--- config.mk ---
export PLATFORM = sky130hd
export DESIGN_NAME = fwsr_ctrl
export DESIGN_NICKNAME = d
export VERILOG_FILES = /design/src/fwsr_pkg.sv /design/src/fwsr_ctrl.sv
export SDC_FILE = /design/constraint.sdc
export NUM_CORES = 1
export LEC_CHECK = 0
export BUFFER_PORTS_ARGS = -buffer_cell sky130_fd_sc_hd__buf_2
export CORE_UTILIZATION = 40
export CTS_CLUSTER_DIAMETER = 80
export DETAILED_ROUTE_END_ITERATION = 6
export PLACE_DENSITY = 0.7
export RECOVER_POWER = 25
export SLEW_MARGIN = 40
export SYNTH_ARGS = -nofsm -noshare
export SYNTH_HDL_FRONTEND = slang
export SYNTH_SLANG_ARGS = --single-unit
export TNS_END_PERCENT = 1
--- constraint.sdc ---
create_clock -name clk_i -period 5.05 [get_ports clk_i]
set_input_delay 1.01 -clock clk_i [delete_from_list [all_inputs] [get_ports clk_i]]
set_output_delay 1.01 -clock clk_i [all_outputs]
set_load 0.02 [all_outputs]
--- src/fwsr_pkg.sv ---
// package for the flash write-status polling controller
package fwsr_pkg;
    // register offsets (byte addresses on the wishbone slave)
    localparam logic [3:0] FWSR_CTRL_OFS = 4'h0;
    localparam logic [3:0] FWSR_ADDR_OFS = 4'h4;
    localparam logic [3:0] FWSR_STAT_OFS = 4'h8;
    localparam logic [3:0] FWSR_LAST_OFS = 4'hC;
    // ctrl register fields
    localparam int FWSR_CTRL_START = 0;
    localparam int FWSR_CTRL_ABORT = 1;
    localparam int FWSR_CTRL_SECT = 2;
    // status register fields
    localparam int FWSR_ST_BUSY = 0;
    localparam int FWSR_ST_DONE = 1;
    localparam int FWSR_ST_FAIL = 2;
    localparam int FWSR_ST_RDY = 3;
    localparam int FWSR_ST_WIN = 4;
    // status bit positions on the flash data bus
    localparam int FWSR_POLL_BIT = 7;
    localparam int FWSR_GTOG_BIT = 6;
    localparam int FWSR_TOUT_BIT = 5;
    localparam int FWSR_WIN_BIT = 3;
    localparam int FWSR_STOG_BIT = 2;
    // flash reset command
    localparam logic [7:0] FWSR_RESET_CMD = 8'hF0;
    // read and write strobe timing, ns, at 4 ns clock
    localparam int FWSR_CLK_NS = 4;
    localparam int FWSR_RD_NS = 70;
    localparam int FWSR_WR_NS = 35;
    localparam int FWSR_RD_CYC = (FWSR_RD_NS + FWSR_CLK_NS - 1) / FWSR_CLK_NS;
    localparam int FWSR_WR_CYC = (FWSR_WR_NS + FWSR_CLK_NS - 1) / FWSR_CLK_NS;
    typedef enum logic [2:0] {
        FWSR_IDLE, FWSR_RD_LOW, FWSR_RD_HOLD, FWSR_EVAL, FWSR_WR_LOW, FWSR_WR_HOLD
    } fwsr_state_t;
endpackage : fwsr_pkg

--- src/fwsr_ctrl.sv ---
// flash write-status polling controller with a wishbone register slave
`timescale 1ns/1ps
module fwsr_ctrl
    import fwsr_pkg::*;
#(
    parameter int AW = 20
) (
    input wire logic clk_i,                 // 250 MHz clock
    input wire logic rst_i,                 // sync reset, active high
    input wire logic [3:0] wb_adr_i,        // wishbone byte address
    input wire logic [31:0] wb_dat_i,       // wishbone write data
    output logic [31:0] wb_dat_o,           // wishbone read data
    input wire logic wb_we_i,               // wishbone write enable
    input wire logic [3:0] wb_sel_i,        // wishbone byte selects
    input wire logic wb_cyc_i,              // wishbone cycle
    input wire logic wb_stb_i,              // wishbone strobe
    output logic wb_ack_o,                  // wishbone acknowledge
    output logic [AW-1:0] flash_addr_o,     // flash address
    input wire logic [7:0] flash_dq_i,      // flash data in
    output logic [7:0] flash_dq_o,          // flash data out
    output logic flash_dq_oe_o,             // flash data drive enable
    output logic chip_select_n_o,           // flash chip select, low
    output logic output_strobe_n_o,         // flash output enable, low
    output logic write_strobe_n_o,          // flash write strobe, low
    input wire logic ready_busy_n_i         // pulled-up ready/busy line
);
    fwsr_state_t state_reg, state_next;
    logic [AW-1:0] addr_reg, addr_next;
    logic [7:0] last_reg, last_next, first_reg, first_next;
    logic [1:0] nrd_reg, nrd_next;
    logic recheck_reg, recheck_next;
    logic sect_reg, sect_next;
    logic done_reg, done_next, fail_reg, fail_next;
    logic [7:0] cnt_reg, cnt_next;
    logic cs_reg, cs_next, oe_reg, oe_next, we_reg, we_next, doe_reg, doe_next;
    logic [7:0] dout_reg, dout_next;
    logic rdy_reg, win_reg;
    logic [31:0] rdat_reg, rdat_next;
    logic ack_reg, ack_next;
    logic wr_hit, tog_chg;

    // writes land at the edge where the master sees ack high
    assign wr_hit = wb_cyc_i && wb_stb_i && wb_we_i && ack_reg && wb_sel_i[0];
    // sector toggle optional
    // compare stored samples: the data bus is not driven once the strobes rise
    assign tog_chg = (first_reg[FWSR_GTOG_BIT] != last_reg[FWSR_GTOG_BIT])
        || (sect_reg && (first_reg[FWSR_STOG_BIT] != last_reg[FWSR_STOG_BIT]));

    always_comb begin
        state_next = state_reg;
        addr_next = addr_reg;
        last_next = last_reg;
        first_next = first_reg;
        nrd_next = nrd_reg;
        recheck_next = recheck_reg;
        sect_next = sect_reg;
        done_next = done_reg;
        fail_next = fail_reg;
        cnt_next = cnt_reg;
        cs_next = cs_reg;
        oe_next = oe_reg;
        we_next = we_reg;
        doe_next = doe_reg;
        dout_next = dout_reg;
        if (wr_hit && wb_adr_i == FWSR_ADDR_OFS && state_reg == FWSR_IDLE) begin
            addr_next = wb_dat_i[AW-1:0];
        end
        case (state_reg)
            FWSR_IDLE: begin
                if (wr_hit && wb_adr_i == FWSR_CTRL_OFS && wb_dat_i[FWSR_CTRL_START]) begin
                    nrd_next = 2'h0;
                    recheck_next = 1'b0;
                    done_next = 1'b0;
                    fail_next = 1'b0;
                    sect_next = wb_dat_i[FWSR_CTRL_SECT];
                    cs_next = 1'b0;
                    oe_next = 1'b0;
                    cnt_next = 8'(FWSR_RD_CYC);
                    state_next = FWSR_RD_LOW;
                end
            end
            FWSR_RD_LOW: begin
                if (cnt_reg == 8'h1) begin
                    last_next = flash_dq_i;
                    if (nrd_reg == 2'h0) begin
                        first_next = flash_dq_i;
                    end
                    cs_next = 1'b1;
                    oe_next = 1'b1;
                    cnt_next = 8'(FWSR_RD_CYC);
                    state_next = (nrd_reg == 2'h0) ? FWSR_RD_HOLD : FWSR_EVAL;
                    nrd_next = nrd_reg + 2'h1;
                end else begin
                    cnt_next = cnt_reg - 8'h1;
                end
            end
            FWSR_RD_HOLD: begin
                // high time between reads so every read is a new strobe
                if (wr_hit && wb_adr_i == FWSR_CTRL_OFS && wb_dat_i[FWSR_CTRL_ABORT]) begin
                    state_next = FWSR_IDLE;
                end else if (cnt_reg == 8'h1) begin
                    cs_next = 1'b0;
                    oe_next = 1'b0;
                    cnt_next = 8'(FWSR_RD_CYC);
                    state_next = FWSR_RD_LOW;
                end else begin
                    cnt_next = cnt_reg - 8'h1;
                end
            end
            FWSR_EVAL: begin
                cnt_next = 8'(FWSR_RD_CYC);
                if (wr_hit && wb_adr_i == FWSR_CTRL_OFS && wb_dat_i[FWSR_CTRL_ABORT]) begin
                    state_next = FWSR_IDLE;
                end else if (!tog_chg) begin
                    done_next = 1'b1;
                    state_next = FWSR_IDLE;
                end else if (recheck_reg) begin
                    fail_next = 1'b1;
                    cs_next = 1'b0;
                    we_next = 1'b0;
                    doe_next = 1'b1;
                    dout_next = FWSR_RESET_CMD;
                    cnt_next = 8'(FWSR_WR_CYC);
                    state_next = FWSR_WR_LOW;
                end else begin
                    recheck_next = last_reg[FWSR_TOUT_BIT];
                    first_next = last_reg;
                    nrd_next = 2'h1;
                    // keep the strobes high for a full gap before the next read
                    state_next = FWSR_RD_HOLD;
                end
            end
            FWSR_WR_LOW: begin
                if (cnt_reg == 8'h1) begin
                    cs_next = 1'b1;
                    we_next = 1'b1;
                    cnt_next = 8'(FWSR_WR_CYC);
                    state_next = FWSR_WR_HOLD;
                end else begin
                    cnt_next = cnt_reg - 8'h1;
                end
            end
            FWSR_WR_HOLD: begin
                if (cnt_reg == 8'h1) begin
                    doe_next = 1'b0;
                    state_next = FWSR_IDLE;
                end else begin
                    cnt_next = cnt_reg - 8'h1;
                end
            end
            default: begin
                state_next = FWSR_IDLE;
            end
        endcase
    end

    always_comb begin
        ack_next = wb_cyc_i && wb_stb_i && !ack_reg;
        rdat_next = 32'h0;
        case (wb_adr_i)
            FWSR_ADDR_OFS: rdat_next = 32'(addr_reg);
            FWSR_STAT_OFS: begin
                rdat_next[FWSR_ST_BUSY] = (state_reg != FWSR_IDLE);
                rdat_next[FWSR_ST_DONE] = done_reg;
                rdat_next[FWSR_ST_FAIL] = fail_reg;
                rdat_next[FWSR_ST_RDY] = rdy_reg;
                rdat_next[FWSR_ST_WIN] = win_reg;
            end
            FWSR_LAST_OFS: rdat_next = {24'h0, last_reg};
            default: rdat_next = 32'h0;
        endcase
    end

    always_ff @(posedge clk_i) begin
        if (rst_i) begin
            state_reg <= FWSR_IDLE;
            addr_reg <= '0;
            last_reg <= 8'h0;
            first_reg <= 8'h0;
            nrd_reg <= 2'h0;
            recheck_reg <= 1'b0;
            sect_reg <= 1'b0;
            done_reg <= 1'b0;
            fail_reg <= 1'b0;
            cnt_reg <= 8'h0;
            cs_reg <= 1'b1;
            oe_reg <= 1'b1;
            we_reg <= 1'b1;
            doe_reg <= 1'b0;
            dout_reg <= 8'h0;
            rdy_reg <= 1'b1;
            win_reg <= 1'b0;
            rdat_reg <= 32'h0;
            ack_reg <= 1'b0;
        end else begin
            state_reg <= state_next;
            addr_reg <= addr_next;
            last_reg <= last_next;
            first_reg <= first_next;
            nrd_reg <= nrd_next;
            recheck_reg <= recheck_next;
            sect_reg <= sect_next;
            done_reg <= done_next;
            fail_reg <= fail_next;
            cnt_reg <= cnt_next;
            cs_reg <= cs_next;
            oe_reg <= oe_next;
            we_reg <= we_next;
            doe_reg <= doe_next;
            dout_reg <= dout_next;
            rdy_reg <= ready_busy_n_i;
            win_reg <= last_reg[FWSR_WIN_BIT];
            rdat_reg <= rdat_next;
            ack_reg <= ack_next;
        end
    end

    assign wb_dat_o = rdat_reg;
    assign wb_ack_o = ack_reg;
    assign flash_addr_o = addr_reg;
    assign flash_dq_o = dout_reg;
    assign flash_dq_oe_o = doe_reg;
    assign chip_select_n_o = cs_reg;
    assign output_strobe_n_o = oe_reg;
    assign write_strobe_n_o = we_reg;
endmodule : fwsr_ctrl

# After elaboration in Yosys (flattened, before gate mapping)

Cells that the tools add are included.

Register bits: 92
Input port bits: 54
Output and inout bits: 65
Logic and storage cells: 144

$add $sub $neg: 2
Eq/ne operators: 26
Muxes and demuxes: 56
Bitwise operators: 1
Reductions and logical operators: 40

Operators with widths:

| operator            | number |
|---|---|
| $pmux 8 s6          | 1 |
| $mux 8              | 5 |
| $mux 7              | 5 |
| $pmux 15 s2         | 1 |
| $mux 3              | 9 |
| $reduce_and 5->1    | 5 |
| $ne 2x2->1 const B  | 12 |
| $pmux 3 s6          | 1 |
| $mux 1              | 16 |
| $reduce_and 4->1    | 4 |
| $mux 5              | 3 |
| $pmux 5 s3          | 1 |
| $pmux 7 s2          | 1 |
| $reduce_and 6->1    | 2 |
| $logic_and 1x1->1   | 11 |
| $mux 2              | 5 |
| $pmux 1 s2          | 5 |
| $reduce_bool 3->1   | 3 |
| $eq 4x4->1 const B  | 2 |
| $eq 8x1->1 const B  | 1 |
| $reduce_and 8->1    | 1 |
| $reduce_bool 2->1   | 4 |
| $sub 8x1->8 const B | 1 |
| $eq 3x2->1 const B  | 2 |
| other kinds (20)    | 24 |

# Longest topological paths before layout

Gate-level depths: netlist of the first run.

Word-level depth: 8
Depth in mapped cells: 8

# Worst setup path after synthesis of the first run

OpenSTA, ideal clock, no wires.

Path type: input-to-reg
From: in wb_adr_i[0]
To: reg cnt_reg[1]
Library setup time: 0.119 ns
Data arrival time: 2.274 ns
Required time: 4.931 ns
Slack: 2.657 ns
Cell stages on the path: 6
Buffers on the path: 1
Cell sequence: nand4bb_4 -> or3_1 -> buf_4 -> nor3_4 -> nor2_1 -> o221a_1

Word-level cells in the longest chain between the ends: 5

Ends and longest elaborated chain:

| element                                               | line                                               | RTL |
|---|---|---|
| start, declared                                       | fwsr_ctrl.sv:10                                    | `input wire logic [3:0] wb_adr_i,` |
| $logic_not 4->1 *                                     | fwsr_ctrl.sv:70, fwsr_ctrl.sv:99, fwsr_ctrl.sv:112 |  |
| $logic_and 1x1->1 *                                   | fwsr_ctrl.sv:70, fwsr_ctrl.sv:99, fwsr_ctrl.sv:112 |  |
| $logic_and 1x1->1, on equally long branches           | fwsr_ctrl.sv:99, fwsr_ctrl.sv:112, fwsr_ctrl.sv:70 |  |
| $mux 5 (tied with other cells)                        | fwsr_ctrl.sv:112                                   | `if (wr_hit && wb_adr_i == FWSR_CTRL_OFS && wb_dat_i[FWSR_CTRL_ABORT]) begin` |
| $pmux 8 s6 / $reduce_and 4->1 (equally long branches) | -                                                  |  |
| end signal, assigned                                  | fwsr_ctrl.sv:205                                   | `cnt_reg <= cnt_next;` |
| end, declared                                         | fwsr_ctrl.sv:34                                    | `logic [7:0] cnt_reg, cnt_next;` |

Every way passes the cells marked *; elsewhere a longest branch is shown, timed or not.
A chain may end at the register's enable or synchronous reset.

==> impl_metrics.yaml, run 1 <==
timing:
  fin_skew_ns: 0.009701
  fin_ws_ns: 1.679
  fin_crit_sh: 0.6675
  finalHoldViolCount: 0
  rsz0062_at_grt: "false"
  final-max-slew-violation-count: 35
  tns_ns: 0
  max-slew-margin-rel: -0.03555
  worstMarginPinSlew_ns: 1.553
  min_period_ns: 3.371
  setup_viol: 0
  whs_ns: 0.4621
  maxClockFrequency_mhz: 296.6
setup_path:
  cp_max_fo: 34
  r2r_slack_ns: 2.24
  worstSetupPathType: "primary input to flop"
  cp-start-kind: "primary input"
  crit_arrival_ns: 3.62
  critical_path_required_ns: 5.30
  endpoint_kind: "flop"
drt:
  viasPerCell: 5.287
  ant_nets: 0
  wl_per_cell_um: 14.78
  routed-via-count: 3003
  wirelength_um: 8396
  drt-pass1-iter-count: 5
  drtIter0Drc: 141
  drc: 0
floorplanning:
  rows: 34
  dieArea_mm2: 0.009366
  io_pins: 119
  start_util: 0.4121
  coreArea_mm2: 0.008721
  die_x_um: 96.78
  die_h_um: 96.78
clock_network:
  clockRootBuffer: "clkbuf_8"
  cts_buffers: 9
  post_cts_buffers: 0
  clock_path_buffers: 2
  cts-resized-gates: 0
  clock-sinks: 75
  clk_pin_slew_ns: 0.08
  cts_tree: "done"
  cts_max_level: 3
  clock_latency_ns: 0.35
  hold_buffers: 0
logic_synthesis:
  dominantRegCellSynth: "dfxtp_1"
  synth_top_area_share: 0.4178
  synthArstFlopShare: 0
  yosysSeqAreaShare: 0.4178
  yosysTopAreaCell: "dfxtp_1"
  ys_ff_latch: 75
  synthesis.area_mm2: 0.003593
  synth_warnings: 0
  syn-mean-instance-area_um2: 9.456
  synth_edf_count: 0
  synth_cell_types: 66
  synthCells: 380
  netlist_top_cells_area: "dfxtp_1 (42%), mux2i_1 (8.9%), nor2_1 (5.0%)"
global_routing:
  grt_max_degree: 35
  grt_pass1_wl_um: 13950
  grt_pass1_vias: 2872
  grt_overflow: 0
  antenna_found_initial: 0
  grt.total_usage: 0.1824
min_path:
  hp-class: "flop to flop"
placed_design:
  place.port_buffers: 87
  place_ws_ns: 2.061
  dp_hpwl_um: 5999
  gp_congestion: 0.9206
final_layout:
  drive_above_1_share: 0.2217
  antenna_cells: 0
  syn_to_final_growth_pct: 16.26
  fin_nets: 512
  nFillCells: 841
  regArea_mm2: 0.001503
  fin_util: 0.4791
  multi_input_area_mm2: 0.001832
outcome:
  outcome: "finished with violations"
  violations: "max-capacitance violations, max-slew violations"
pwr:
  irDropWorstVdd_mv: 0.1599
  finalPower_mw: 1.199
  p_leak_nw: 1.925
  power_density_mw_per_mm2: 287.0
job:
  maxCapViolCount: 1
[area by class of cell]
| cell class | instances | share of cell area |
|---|---|---|
| Inverter | 15 | 0.01348 |
| Clock inverter | 6 | 0.02695 |
| Multi-Input combinational cell | 265 | 0.4385 |
| Tap cell | 108 | 0.03235 |
| Sequential cell | 75 | 0.3597 |
| Clock buffer | 10 | 0.03055 |
| Timing Repair Buffer | 89 | 0.09853 |
[layout by cell type (no fill, tap or decap), drive strengths merged, types with 3 or more instances in the layout]
cell and n:
a21oi 18, and2 12, bufinv 3, a22oi 6, mux2 5, nor2 49
nor2b 4, o31ai 6, buf 60, a211oi 3, xor2 4, clkbuf 39
o21ai 8, ha 3, inv 16, conb 16, nand4 3, o22ai 5
or3 4, nor3b 5, nand2 15, a311oi 4, nor3 14, nand2b 4
o311ai 3, nand3 10, mux2i 32, dfxtp 75
[Yosys cell counts (6+ instances only)]
cell      number
and2_1        12
inv_1         14
nor2_1        48
dfxtp_1       75
a21oi_1       18
nand2_1       15
clkbuf_1       9
buf_4         21
nor3_1         8
nand3_1       10
mux2i_1       32
a22oi_1        6
[worst max-delay path, stage by stage]
cell      delay, ns
clkbuf_1       0.61
clkbuf_1       1.19
nor3_1         0.15
nand2_1        0.24
nor2_1         0.18
and2_1         0.22
[power breakdown]
group / internal, mW / total (mW) / switching [mW] / leakage (nW)
Combinational: 0.0165 / 0.0499 / 0.0334 / 1.20
Sequential: 0.592 / 0.592 / 0.000649 / 0.605
Clock: 0.330 / 0.557 / 0.227 / 0.121
[metrics by stage]
step	instances	area (um2)
global route	568	4178
detailed placement	552	3975
CTS	568	4215
finish	568	4178
global placement	552	3975
floorplan	395	3650
[path summary, 6_finish.rpt]
path / endpoint / start / cells after the start
max: wb_dat_o[10]$_SDFF_PP0_ / rst_i / 6
max reg2reg: first_reg[2]$_SDFFE_PP0P_ / cnt_reg[1]$_SDFFE_PP0P_ / 7
min: fail_reg$_SDFFE_PP0P_ / fail_reg$_SDFFE_PP0P_ / 2
min reg2reg: fail_reg$_SDFFE_PP0P_ / fail_reg$_SDFFE_PP0P_ / 2
[logic make-up (layout without fill, tap and decap cells)]
group           count (synthesis)  in the layout  synth area share
buf+inv                        55            120           0.08809
simple gates                  129            129            0.2068
compound gates                 75             75            0.1588
flops                          75             75            0.4178
mux                            37             37            0.1048
other cells                     1             16          0.001044
fa+ha+maj                       3              3           0.01045
xor+xnor                        5              5           0.01219
[layer usage]
layer,vias to the layer above,part of all wire,wire (um),global-route usage
li1,1472,-,-,-
met2,93,0.47,3983,0.2909
met3,10,0.060,505,0.04335
met1,1428,0.45,3813,0.2368
met5,-,0,0,0
met4,0,0.011,94,0.07348
No activity file was read; power rests on OpenSTA's default activity.
==> run 2, diff against run 1 <==
Clock period 5.05 ns to 3.4 ns, I/O delays scaled along.
==> run 2 against run 1 <==
Net effect:
- the run now ends clean
- utilization fell by 0.11 points
- non-clock buffer count rose by 1
- die area stayed put
- sequential power grew 49%
- clock skew down 0.00097 ns
- first-iteration DRC count up 30%
- global-route usage is 0.35 points lower
- routed wire length grew 0.63%
==> impl_metrics.yaml, run 2 (synthesis results as in run 1) <==
clock_network:
  cts_max_level: 3
  cts-resized-gates: 0
  clock-sinks: 75
  cts_tree: "done"
  hold_buffers: 0
  clk_pin_slew_ns: 0.08
  clockRootBuffer: "clkbuf_8"
  clock_path_buffers: 2
  post_cts_buffers: 0
  clock_latency_ns: 0.34
  cts_buffers: 9
drt:
  drt-pass1-iter-count: 4
  ant_nets: 0
  wirelength_um: 8449
  drc: 0
  drtIter0Drc: 184
  routed-via-count: 3014
  viasPerCell: 5.297
  wl_per_cell_um: 14.85
placed_design:
  dp_hpwl_um: 6051
  gp_congestion: 0.9100
  place.port_buffers: 87
global_routing:
  grt_pass1_vias: 2899
  antenna_found_initial: 0
  grt_overflow: 0
  grt_max_degree: 30
  grt_use_met2: 0.2849
  grtUsageMet1: 0.2380
  gr-usage-met3: 0.03974
  grt_pass1_wl_um: 13900
  top_usage_layer: "met2"
  grt.total_usage: 0.1789
setup_path:
  path_cells: "clkbuf_1 -> clkbuf_1 -> a221oi_1 -> o2bb2ai_1"
  path_common_cell: "clkbuf_1"
  critical_path_required_ns: 3.63
  cp-start-kind: "primary input"
  endpoint_kind: "flop"
  crit_path_max_incr_delay_ns: 1.05
  worstSetupPathType: "primary input to flop"
  cp_max_fo: 29
  cp_slowest_cell: "clkbuf_1"
  crit_arrival_ns: 2.87
timing:
  finalHoldViolCount: 0
  maxClockFrequency_mhz: 378.2
  fin_crit_sh: 0.7777
  max-slew-margin-rel: 0.1044
  setup_viol: 0
  worstMarginPinSlew_ns: 1.343
  min_period_ns: 2.644
  tns_ns: 0
  rsz0062_at_grt: "false"
  fin_skew_ns: 0.008729
  final-max-slew-violation-count: 0
pwr:
  p_leak_nw: 1.942
  irDropWorstVdd_mv: 0.2420
  power_density_mw_per_mm2: 407.4
floorplanning:
  rows: 34
  coreArea_mm2: 0.008721
  die_x_um: 96.78
  start_util: 0.4121
  io_pins: 119
  dieArea_mm2: 0.009366
  die_h_um: 96.78
outcome:
  outcome: "finished, final reports clean"
final_layout:
  fin_nets: 513
  final_cell_mix: "dfxtp_1 (74), buf_2 (65), nor2_1 (48), mux2i_1 (32), clkbuf_1 (24)"
  fin_util: 0.4779
  drive_above_1_share: 0.2364
  syn_to_final_growth_pct: 15.98
  final_common_cell: "dfxtp_1"
  antenna_cells: 0
job:
  maxCapViolCount: 0
min_path:
  hp-class: "flop to flop"
-- run 2: changes by cell type in the layout (fill, tap and decap cells not counted), sizes merged --
cell | before | now
buf | 60 | 67
clkinv | 2 | 3
clkbuf | 39 | 33
bufinv | 3 | 2
-- run 2: worst paths after layout --
| path | to | slack (ns) | from | depth (start not counted) |
|---|---|---|---|---|
| setup / recovery | cnt_reg[0]$_SDFFE_PP0P_ | 0.76 | rst_i | 4 |
| hold / removal | fail_reg$_SDFFE_PP0P_ | 0.47 | fail_reg$_SDFFE_PP0P_ | 2 |
| setup reg to reg | first_reg[2]$_SDFFE_PP0P_ | 1.07 | state_reg[1]$_SDFFE_PP0P_ | 5 |
| hold reg to reg | fail_reg$_SDFFE_PP0P_ | 0.47 | fail_reg$_SDFFE_PP0P_ | 2 |
-- run 2: area by class of cell --
class	instances	area [um2]
Clock inverter	6	87.58
Sequential cell	75	1503
Inverter	15	56.30
Timing Repair Buffer	90	426.7
Clock buffer	10	127.6
Fill cell	835	4553
Tap cell	108	135.1
Multi-Input combinational cell	265	1832
-- run 2: layer usage --
| layer | up-vias | share of wire |
|---|---|---|
| met1 | 1403 | 0.46 |
| met3 | 13 | 0.061 |
| met5 | - | 0 |
| met4 | 0 | 0.011 |
| met2 | 126 | 0.46 |
| li1 | 1472 | - |
-- run 2: metrics by stage --
stage	power, mW	hold slack (ns)	worst slack (ns)	area [um2]	std cells
5_1_grt	1.765	0.4967	0.5536	4168	569
4_1_cts	1.716	0.4666	1.071	4198	569
3_5_place_dp	0.9746	0.4478	0.7202	3983	553
2_1_floorplan	0.9583	0.4285	1.337	3650	395
6_report	1.698	0.4724	0.7557	4168	569
3_3_place_gp	0.9741	0.4522	0.8303	3983	553
-- run 2: report_power, final --
group	total [mW]	leakage [nW]	internal, mW	switching, mW
clock	0.744	0.111	0.415	0.329
combinational	0.0738	1.23	0.0244	0.0494
sequential	0.880	0.605	0.879	0.000951
total	1.70	1.94	1.32	0.380
-- run 2: critical path: cells and delay by family --
family | cells | cell delay, ns
AO/OA/AOI/OAI | 2 | 0.38
buffers and inverters | 2 | 1.79
